===== src/asu_pkg.sv =====
// Purpose: Constants and carriers for the accumulator subtract unit
// Assumes: AXI4-Lite slave, 32-bit data, one word per register
// Notes: Offsets are byte addresses
package asu_pkg;
    // Register byte offsets
    localparam logic [7:0] ASU_ADDR_ACC = 8'h00;
    localparam logic [7:0] ASU_ADDR_FLAGS = 8'h04;
    localparam logic [7:0] ASU_ADDR_CMD = 8'h08;
    localparam logic [7:0] ASU_ADDR_TREG = 8'h0C;
    localparam logic [7:0] ASU_ADDR_IRQ_STAT = 8'h10;
    localparam logic [7:0] ASU_ADDR_IRQ_CLR = 8'h14;
    localparam logic [7:0] ASU_ADDR_IRQ_EN = 8'h18;
    // Flag register bit positions
    localparam int ASU_FLAG_SXM = 0;
    localparam int ASU_FLAG_OVM = 1;
    localparam int ASU_FLAG_CARRY = 2;
    localparam int ASU_FLAG_WRAP = 3;
    // Reset values
    localparam logic ASU_RST_SXM = 1'b1;
    localparam logic ASU_RST_OVM = 1'b0;
    localparam logic ASU_RST_CARRY = 1'b0;
    localparam logic [31:0] ASU_RST_ACC = 32'h0000_0000;
    localparam logic [3:0] ASU_RST_TREG = 4'h0;
    // Operation codes in the command word
    localparam logic [2:0] ASU_OP_TSHIFT = 3'h0;
    localparam logic [2:0] ASU_OP_BORROW = 3'h1;
    localparam logic [2:0] ASU_OP_DIVSTEP = 3'h2;
    localparam logic [2:0] ASU_OP_SHORTIMM = 3'h3;
    localparam logic [2:0] ASU_OP_UNSIGNED = 3'h4;
    // Divide step scaling and saturation limits
    localparam int ASU_DIV_SHIFT = 15;
    localparam logic [31:0] ASU_SAT_POS = 32'h7FFF_FFFF;
    localparam logic [31:0] ASU_SAT_NEG = 32'h8000_0000;
    // Interrupt status bits
    localparam int ASU_IRQ_WRAP = 0;
    localparam int ASU_IRQ_DONE = 1;
    localparam int ASU_IRQ_N = 2;
    // Bus responses
    localparam logic [1:0] ASU_RESP_OKAY = 2'h0;
    localparam logic [1:0] ASU_RESP_SLVERR = 2'h2;
    // Command word written to the command register
    typedef struct packed {
        logic [12:0] spare;
        logic [2:0] op;
        logic [15:0] data;
    } asu_cmd_s;
    // Outcome of one arithmetic step
    typedef struct packed {
        logic [31:0] acc;
        logic carry;
        logic ovf;
    } asu_res_s;
endpackage : asu_pkg


===== src/asu_core.sv =====
// Purpose: Accumulator subtract datapath behind an AXI4-Lite slave
// Assumes: Single clock, asynchronous active-low reset
// Notes: A write to the command register runs one step in one cycle
// Contract
// RL1 - Divide step: keep difference or shift accumulator
// RL2 - Sixteen steps leave quotient low, remainder high
// RL3 - Divide divisor extension follows sign mode
// RL4 - Software: sign mode needs divisor MSB clear
// RL5 - Software: dividend stays positive throughout
// RL6 - Software: small dividend may be preshifted
// RL7 - Divide step sets overflow, never saturates
// RL8 - Short immediate: zero-extended byte subtracted
// RL9 - Short immediate updates flags, may saturate
// RL10 - Unsigned: operand zero-extended, accumulator signed
// RL11 - Unsigned equals unshifted subtract, no extension
// RL12 - Borrow subtract takes inverted carry too
// RL13 - Shifted subtract uses T low bits
// RL14 - Carry set when no borrow out
// RL15 - Overflow flag sticky until software clears
`timescale 1ns/1ps
module asu_core (
    input wire logic clk,
    input wire logic reset_n,
    input wire logic [7:0] s_axi_awaddr,
    input wire logic s_axi_awvalid,
    output logic s_axi_awready,
    input wire logic [31:0] s_axi_wdata,
    input wire logic [3:0] s_axi_wstrb,
    input wire logic s_axi_wvalid,
    output logic s_axi_wready,
    output logic [1:0] s_axi_bresp,
    output logic s_axi_bvalid,
    input wire logic s_axi_bready,
    input wire logic [7:0] s_axi_araddr,
    input wire logic s_axi_arvalid,
    output logic s_axi_arready,
    output logic [31:0] s_axi_rdata,
    output logic [1:0] s_axi_rresp,
    output logic s_axi_rvalid,
    input wire logic s_axi_rready,
    output logic irq
);
    import asu_pkg::*;

    // Architectural state
    logic [31:0] acc; // Accumulator
    logic sign_extension_mode_bit; // sign_extension_mode_bit
    logic saturate_enable_bit; // saturate_enable_bit
    logic carry; // Carry flag
    logic wrap; // wrap_error_flag
    logic [3:0] treg; // Shift count register
    logic [ASU_IRQ_N-1:0] irq_stat; // Sticky events
    logic [ASU_IRQ_N-1:0] irq_en; // Event enables

    // Write channel helpers
    logic wr_go; // Address and data taken together
    logic [31:0] wr_word; // Byte-merged over zero
    logic go; // Arithmetic step this cycle
    asu_cmd_s cmd; // Decoded command word

    // Datapath helpers
    logic [31:0] opx; // Extended operand
    logic [31:0] sub; // Value subtracted
    logic cin; // Carry into the adder
    logic [32:0] sum; // Adder with carry out
    logic ovf; // Signed overflow of this step
    asu_res_s res; // Step outcome
    logic [ASU_IRQ_N-1:0] irq_ev; // Event pulses
    logic [ASU_IRQ_N-1:0] irq_clr; // Clear pulses

    // Byte lane merge for strobed writes
    function automatic logic [31:0] asu_merge(
        input logic [31:0] old,
        input logic [31:0] nw,
        input logic [3:0] be
    );
        logic [31:0] r;
        r = old;
        for (int i = 0; i < 4; i++)
        begin
            if (be[i])
            begin
                r[8*i +: 8] = nw[8*i +: 8];
            end
        end
        return r;
    endfunction : asu_merge

    // Both write channels taken in one cycle when no response waits
    assign wr_go = s_axi_awvalid && s_axi_wvalid && !s_axi_bvalid;
    assign s_axi_awready = wr_go;
    assign s_axi_wready = wr_go;
    assign wr_word = asu_merge(32'h0000_0000, s_axi_wdata, s_axi_wstrb);
    assign cmd = asu_cmd_s'(wr_word);
    assign go = wr_go && (s_axi_awaddr == ASU_ADDR_CMD);

    // Operand extension by sign mode
    always_comb
    begin
        if (sign_extension_mode_bit)
        begin
            opx = {{16{cmd.data[15]}}, cmd.data}; // [RL3]
        end
        else
        begin
            opx = {16'h0000, cmd.data}; // [RL3]
        end
    end

    // Selects what the adder subtracts
    always_comb
    begin
        cin = 1'b1;
        case (cmd.op)
            ASU_OP_TSHIFT:
            begin
                sub = opx << treg; // [RL13]
            end
            ASU_OP_BORROW:
            begin
                sub = opx;
                cin = carry; // [RL12]
            end
            ASU_OP_DIVSTEP:
            begin
                sub = opx << ASU_DIV_SHIFT; // [RL1]
            end
            ASU_OP_SHORTIMM:
            begin
                sub = {24'h00_0000, cmd.data[7:0]}; // [RL8]
            end
            ASU_OP_UNSIGNED:
            begin
                sub = {16'h0000, cmd.data}; // [RL10] [RL11]
            end
            default:
            begin
                sub = 32'h0000_0000;
            end
        endcase
    end

    // Subtract as add of the complement; carry out means no borrow
    assign sum = {1'b0, acc} + {1'b0, ~sub} + {32'h0000_0000, cin}; // [RL14]
    assign ovf = (acc[31] == ~sub[31]) && (sum[31] != acc[31]);

    // Result shaping: conditional step or saturation
    always_comb
    begin
        res.carry = sum[32]; // [RL14]
        res.ovf = ovf;
        if (cmd.op == ASU_OP_DIVSTEP)
        begin
            // No saturation on this step
            if (!sum[31])
            begin
                res.acc = {sum[30:0], 1'b1}; // [RL1] [RL7]
            end
            else
            begin
                res.acc = {acc[30:0], 1'b0}; // [RL1]
            end
        end
        else if (saturate_enable_bit && ovf)
        begin
            res.acc = acc[31] ? ASU_SAT_NEG : ASU_SAT_POS; // [RL9]
        end
        else
        begin
            res.acc = sum[31:0];
        end
    end

    // Accumulator: step result or direct write
    always_ff @(posedge clk or negedge reset_n)
    begin
        if (!reset_n)
        begin
            acc <= ASU_RST_ACC;
        end
        else if (go)
        begin
            acc <= res.acc; // [RL2] [RL8]
        end
        else if (wr_go && s_axi_awaddr == ASU_ADDR_ACC)
        begin
            acc <= asu_merge(acc, s_axi_wdata, s_axi_wstrb);
        end
    end

    // Mode bits and carry
    always_ff @(posedge clk or negedge reset_n)
    begin
        if (!reset_n)
        begin
            sign_extension_mode_bit <= ASU_RST_SXM;
            saturate_enable_bit <= ASU_RST_OVM;
            carry <= ASU_RST_CARRY;
        end
        else if (go)
        begin
            carry <= res.carry; // [RL9] [RL12] [RL14]
        end
        else if (wr_go && s_axi_awaddr == ASU_ADDR_FLAGS)
        begin
            sign_extension_mode_bit <= s_axi_wstrb[0] ? s_axi_wdata[ASU_FLAG_SXM] : sign_extension_mode_bit;
            saturate_enable_bit <= s_axi_wstrb[0] ? s_axi_wdata[ASU_FLAG_OVM] : saturate_enable_bit;
            carry <= s_axi_wstrb[0] ? s_axi_wdata[ASU_FLAG_CARRY] : carry;
        end
    end

    // Overflow flag: set wins over the write-one clear
    always_ff @(posedge clk or negedge reset_n)
    begin
        if (!reset_n)
        begin
            wrap <= 1'b0;
        end
        else if (go && ovf)
        begin
            wrap <= 1'b1; // [RL7] [RL9] [RL15]
        end
        else if (wr_go && s_axi_awaddr == ASU_ADDR_FLAGS && wr_word[ASU_FLAG_WRAP])
        begin
            wrap <= 1'b0; // [RL15]
        end
    end

    // Shift count register
    always_ff @(posedge clk or negedge reset_n)
    begin
        if (!reset_n)
        begin
            treg <= ASU_RST_TREG;
        end
        else if (wr_go && s_axi_awaddr == ASU_ADDR_TREG && s_axi_wstrb[0])
        begin
            treg <= s_axi_wdata[3:0];
        end
    end

    // Interrupt events and clears
    assign irq_ev = {go, go && ovf};
    assign irq_clr = (wr_go && s_axi_awaddr == ASU_ADDR_IRQ_CLR) ? wr_word[ASU_IRQ_N-1:0] : '0;

    // Sticky status, enables; set wins over clear
    always_ff @(posedge clk or negedge reset_n)
    begin
        if (!reset_n)
        begin
            irq_stat <= '0;
            irq_en <= '0;
        end
        else
        begin
            irq_stat <= (irq_stat & ~irq_clr) | irq_ev;
            if (wr_go && s_axi_awaddr == ASU_ADDR_IRQ_EN)
            begin
                irq_en <= wr_word[ASU_IRQ_N-1:0];
            end
        end
    end

    // Level interrupt
    assign irq = |(irq_stat & irq_en);

    // Write response
    always_ff @(posedge clk or negedge reset_n)
    begin
        if (!reset_n)
        begin
            s_axi_bvalid <= 1'b0;
            s_axi_bresp <= ASU_RESP_OKAY;
        end
        else if (wr_go)
        begin
            s_axi_bvalid <= 1'b1;
            // Unmapped offsets answer with an error
            s_axi_bresp <= (s_axi_awaddr > ASU_ADDR_IRQ_EN || s_axi_awaddr[1:0] != 2'h0)
                ? ASU_RESP_SLVERR : ASU_RESP_OKAY;
        end
        else if (s_axi_bready)
        begin
            s_axi_bvalid <= 1'b0;
        end
    end

    // Read address taken only when no data waits
    assign s_axi_arready = !s_axi_rvalid;

    // Read data and response
    always_ff @(posedge clk or negedge reset_n)
    begin
        if (!reset_n)
        begin
            s_axi_rvalid <= 1'b0;
            s_axi_rdata <= 32'h0000_0000;
            s_axi_rresp <= ASU_RESP_OKAY;
        end
        else if (s_axi_arvalid && !s_axi_rvalid)
        begin
            s_axi_rvalid <= 1'b1;
            s_axi_rresp <= ASU_RESP_OKAY;
            case (s_axi_araddr)
                ASU_ADDR_ACC: s_axi_rdata <= acc;
                ASU_ADDR_FLAGS: s_axi_rdata <= {28'h000_0000, wrap, carry, saturate_enable_bit, sign_extension_mode_bit};
                ASU_ADDR_CMD: s_axi_rdata <= 32'h0000_0000; // Write only
                ASU_ADDR_TREG: s_axi_rdata <= {28'h000_0000, treg};
                ASU_ADDR_IRQ_STAT: s_axi_rdata <= {30'h0000_0000, irq_stat};
                ASU_ADDR_IRQ_CLR: s_axi_rdata <= 32'h0000_0000; // Write only
                ASU_ADDR_IRQ_EN: s_axi_rdata <= {30'h0000_0000, irq_en};
                default:
                begin
                    s_axi_rdata <= 32'h0000_0000;
                    s_axi_rresp <= ASU_RESP_SLVERR;
                end
            endcase
        end
        else if (s_axi_rready)
        begin
            s_axi_rvalid <= 1'b0;
        end
    end

    // Checking helpers: divide run tracker
    logic [31:0] chk_div; // Trial difference of a divide step
    logic [4:0] div_n; // Consecutive divide steps
    logic [31:0] div_a; // Dividend at run start
    logic [15:0] div_d; // Divisor of the run
    assign chk_div = acc - 32'(opx << ASU_DIV_SHIFT);

    // Counts a run of divide steps with one divisor
    always_ff @(posedge clk or negedge reset_n)
    begin
        if (!reset_n)
        begin
            div_n <= 5'h00;
            div_a <= 32'h0000_0000;
            div_d <= 16'h0000;
        end
        else if (go && cmd.op == ASU_OP_DIVSTEP && (div_n == 5'h00 || cmd.data == div_d))
        begin
            if (div_n == 5'h00)
            begin
                div_a <= acc;
                div_d <= cmd.data;
            end
            div_n <= (div_n == 5'h10) ? 5'h10 : div_n + 5'h01;
        end
        else if (go || (wr_go && s_axi_awaddr == ASU_ADDR_ACC))
        begin
            div_n <= 5'h00;
        end
    end
endmodule : asu_core


===== config.mk =====
export PLATFORM = sky130hd
export DESIGN_NAME = asu_core
export DESIGN_NICKNAME = d
export VERILOG_FILES = /design/src/asu_pkg.sv /design/src/asu_core.sv
export SDC_FILE = /design/constraint.sdc
export NUM_CORES = 1
export LEC_CHECK = 0
export BUFFER_PORTS_ARGS = -buffer_cell sky130_fd_sc_hd__buf_2
export CAP_MARGIN = 20
export CELL_PAD_IN_SITES_DETAIL_PLACEMENT = 0
export CELL_PAD_IN_SITES_GLOBAL_PLACEMENT = 1
export CORE_ASPECT_RATIO = 0.5
export CORE_UTILIZATION = 35
export CTS_CLUSTER_DIAMETER = 200
export DETAILED_ROUTE_END_ITERATION = 10
export PLACE_DENSITY = 0.76
export SETUP_SLACK_MARGIN = 0.2
export SYNTH_ARGS = -nofsm -noshare
export SYNTH_HDL_FRONTEND = slang
export SYNTH_SLANG_ARGS = --single-unit

===== constraint.sdc =====
create_clock -name clk -period 4.3 [get_ports clk]
set_input_delay 0.645 -clock clk [delete_from_list [all_inputs] [get_ports clk]]
set_output_delay 0.645 -clock clk [all_outputs]
set_load 0.03 [all_outputs]

==> impl_metrics.env <==
export IMPL_synth_edff_count=0
export IMPL_synth_distinct_cells=96
export IMPL_fp_row_count=38
export IMPL_violations="design-rule violations"
export IMPL_avgSynthCellArea_um2=7.73
export IMPL_startpoint_type="flop"
export IMPL_p_leak_uw=0.00522
export IMPL_totalPowerFinal_uw=3400
export IMPL_timing_max_transition_violations_final=0
export IMPL_worstSetupPathType="flop to flop"
export IMPL_final_layout_size_suffix_gt1_share_pct=42.9
export IMPL_nNetsFinal=1395
export IMPL_drv_cap=0
export IMPL_fin_crit_ns=4.19
export IMPL_slew_headroom_pct=37.9
export IMPL_io_pins=101
export IMPL_place_ws_ns=-0.681
export IMPL_async_flop_share_pct=100
export IMPL_finClkSkew_ns=0.0117
export IMPL_cts_tree="done"
export IMPL_portBuffers=98
export IMPL_diodes=0
export IMPL_setup_worst_path_end_class="flop"
export IMPL_ys_ff_latch=80
export IMPL_drc=1
export IMPL_place_gp_congestion=0.990
export IMPL_worstPathMaxFanout=8
export IMPL_cts_root_buf="clkbuf_16"
export IMPL_hold_buffers=0
export IMPL_fillers=2057
export IMPL_clk_latency_ns=0.37
export IMPL_r2r_cells=20
export IMPL_vias_per_cell=5.70
export IMPL_worst_pin_slew_ns=0.928
export IMPL_grt_ovfl_total=0
export IMPL_grt_pass1_wl_um=50100
export IMPL_cp_arrival_ns=4.43
export IMPL_cp_endpoint="acc[5]$_DFFE_PN0P_"
export IMPL_worstHoldPathType="primary input to asynchronous set/reset pin"
export IMPL_grt_pass1_vias=8585
export IMPL_syn_inst=1002
export IMPL_pwr_share_seq_pct=23.8
export IMPL_yosysSeqAreaShare_pct=25.9
export IMPL_synthFlopType="dfrtp_1"
export IMPL_grt_usage_pct=29.3
export IMPL_hold_viol=0
export IMPL_setup_viol=0
export IMPL_power_frac_comb_pct=52.2
export IMPL_wire_per_inst_um=21.2
export IMPL_timing_rr_start="treg[0]$_DFFE_PN0P_"
export IMPL_dr_pass1_iters=11
export IMPL_die_h_um=107
export IMPL_final_common_cell="buf_4"
export IMPL_final_period_utilization_pct=97.4
export IMPL_pwr_share_clk_pct=24.0
export IMPL_status="finished with violations"
export IMPL_vdd_drop_max_mv=0.162
export IMPL_p_sw_uw=1320
export IMPL_rrSetupSlack_ns=0.11
export IMPL_fin_cells=1607
export IMPL_cts_buffers=9
export IMPL_rsz0062_at_grt="true"
export IMPL_worst_slack_ns=0.110
export IMPL_cp_required_ns=4.54
export IMPL_cp_startpoint="treg[0]$_DFFE_PN0P_"
export IMPL_netlist_area_um2=7750
export IMPL_ys_warn_count=0
export IMPL_multiInputGateArea_um2=6120
export IMPL_dpl_hpwl_um=25100
export IMPL_seqCellArea_um2=2010
export IMPL_antenna_left=0
export IMPL_drt_iter0_drc=879
export IMPL_wirelength_um=34000
export IMPL_via_count=9160
export IMPL_intPower_uw=2080
export IMPL_start_util_pct=35.7
export IMPL_die_width_um=212
export IMPL_clkSlewWorstSetupHoldPaths_ns=0.06
export IMPL_cts_htree_levels=3
export IMPL_clock_fmax_mhz=239
export IMPL_r2r_end="acc[5]$_DFFE_PN0P_"
export IMPL_dieArea_um2=22800
export IMPL_final_cell_mix="224 x buf_4, 153 x nand2_1, 96 x buf_2"
export IMPL_swShare_pct=38.9
export IMPL_dp_cells=1543
export IMPL_clockBufferDepth=2
export IMPL_power_density_nw_per_um2=292
export IMPL_syn2layout_area_growth_pct=50.5
export IMPL_core_um2=21700
export IMPL_grt_max_degree=68
export IMPL_clkSinkCount=80
export IMPL_antenna_found_initial=0
[area by class of cell]
class                           instances  area share [%]
Multi-Input combinational cell        828            52.5
Timing Repair Buffer                  357            23.6
Sequential cell                        80            17.2
Tap cell                              300            3.22
Clock buffer                           10            2.05
Inverter                               27           0.869
Clock inverter                          5           0.483
[logic make-up (layout without fill, tap and decap cells)]
family,after synthesis,count (layout),synth area share [%]
AOI/OAI and AO/OA,355,355,31.9
muxes,43,43,6.41
and+or+nand+nor,368,370,22.0
adders and majority gates,33,33,5.52
buffers and inverters,97,399,5.39
DFF,80,80,25.9
other,1,2,0.0484
xor gates and xnor gates,25,25,2.83
[critical path, stage by stage, from the launching register on]
cell and delay, ns:
dfrtp_2 0.43, buf_12 0.15, mux2_4 0.32, nand2_4 0.07
nor2_4 0.04, a21oi_4 0.15, o21ai_2 0.09, a222oi_1 0.48
ha_1 0.36, a21oi_2 0.18, o21a_4 0.19, nand3_4 0.09
o21a_4 0.23, buf_6 0.12, o211ai_1 0.24, nand3_2 0.14
buf_6 0.18, buf_12 0.15, nand2_4 0.06, a21oi_2 0.05
o32a_1 0.34
[Yosys cell counts (all sizes together), types with 4 or more instances]
cell    instances  area share, %
nand2         169            8.2
a21oi          90            5.9
o21ai          90            6.0
nor2           81            3.9
dfrtp          79             26
clkbuf         49            2.4
ha             31            5.0
inv            26            1.3
mux2           23            3.3
nand3          23            1.5
buf            21            1.7
a31oi          20            1.6
a211oi         19            2.2
nor3           19            1.2
mux2i          17            2.2
o21a           14            1.5
xnor2          14            1.6
and2           13            1.1
nor2b          13            1.1
o31ai          12            1.7
nand2b         11           0.89
xor2           11            1.2
a221oi         10            1.2
o211ai         10            1.1
o22a           10            1.1
o32a           10            1.3
a221o           9            1.2
a21o            8           0.78
a22oi           6           0.58
a22o            5           0.57
and3            5           0.40
nand4           5           0.40
o21bai          5           0.48
a21boi          4           0.48
nand3b          4           0.39
nand4b          4           0.45
o221ai          4           0.45
[metrics by stage]
step / setup TNS (ns) / area [µm²] / hold slack (ns) / utilization (%)
finish: 0 / 11700 / 0.254 / 53.8
global placement: -20.32 / 10000 / 0.457 / 46.3
CTS: 0 / 10800 / 0.279 / 49.7
detailed placement: -20.75 / 10000 / 0.459 / 46.3
global route: -0.00265 / 11700 / 0.304 / 53.8
floorplan: 0 / 7770 / 0.349 / -
[sequential cells by signal (all words and copies together) (netlist names)]
register	count
acc	32
s_axi_rresp	1
treg	4
sign_extension_mode_bit	1
irq_stat	2
s_axi_bvalid	1
s_axi_bresp	1
carry	1
saturate_enable_bit	1
irq_en	2
wrap	1
s_axi_rdata	32
s_axi_rvalid	1
[worst min-delay path by stage]
stage,end,slack [ns],cells after the start
after global placement,s_axi_rdata[11]$_DFFE_PN0P_,0.46,2
final,s_axi_rvalid$_DFFE_PN0P_,0.25,1
after global routing,s_axi_rvalid$_DFFE_PN0P_,0.30,1
after detailed placement,wrap$_DFFE_PN0P_,0.46,2
after CTS,s_axi_rvalid$_DFFE_PN0P_,0.28,1
after floorplan,acc[0]$_DFFE_PN0P_,0.35,0
[layer usage]
metal / vias to the layer above / track usage [%] / part of all wire, %
met5: - / 0 / 0
met4: 0 / 9.30 / 2.2
met3: 57 / 7.85 / 8.9
met2: 394 / 42.0 / 42
met1: 4413 / 42.1 / 47
li1: 4296 / - / -
[repair_timing]
action | CTS | global route
pin swaps | 30 | 62
setup endpoints to repair | 35 | 35
gates resized for setup | 62 | 146
cloned | 3 | 3
buffers inserted | 17 | 25
[power by group through the flow]
stage          Clock [µW]  Combinational, µW  Sequential (µW)
2_1_floorplan           0                803              820
5_1_grt               861               1880              811
6_report              815               1780              810
3_5_place_dp            0               1420              820
4_1_cts               829               1500              807
3_3_place_gp            0               1400              820
Note: power is estimated with default switching activity, not from simulation.
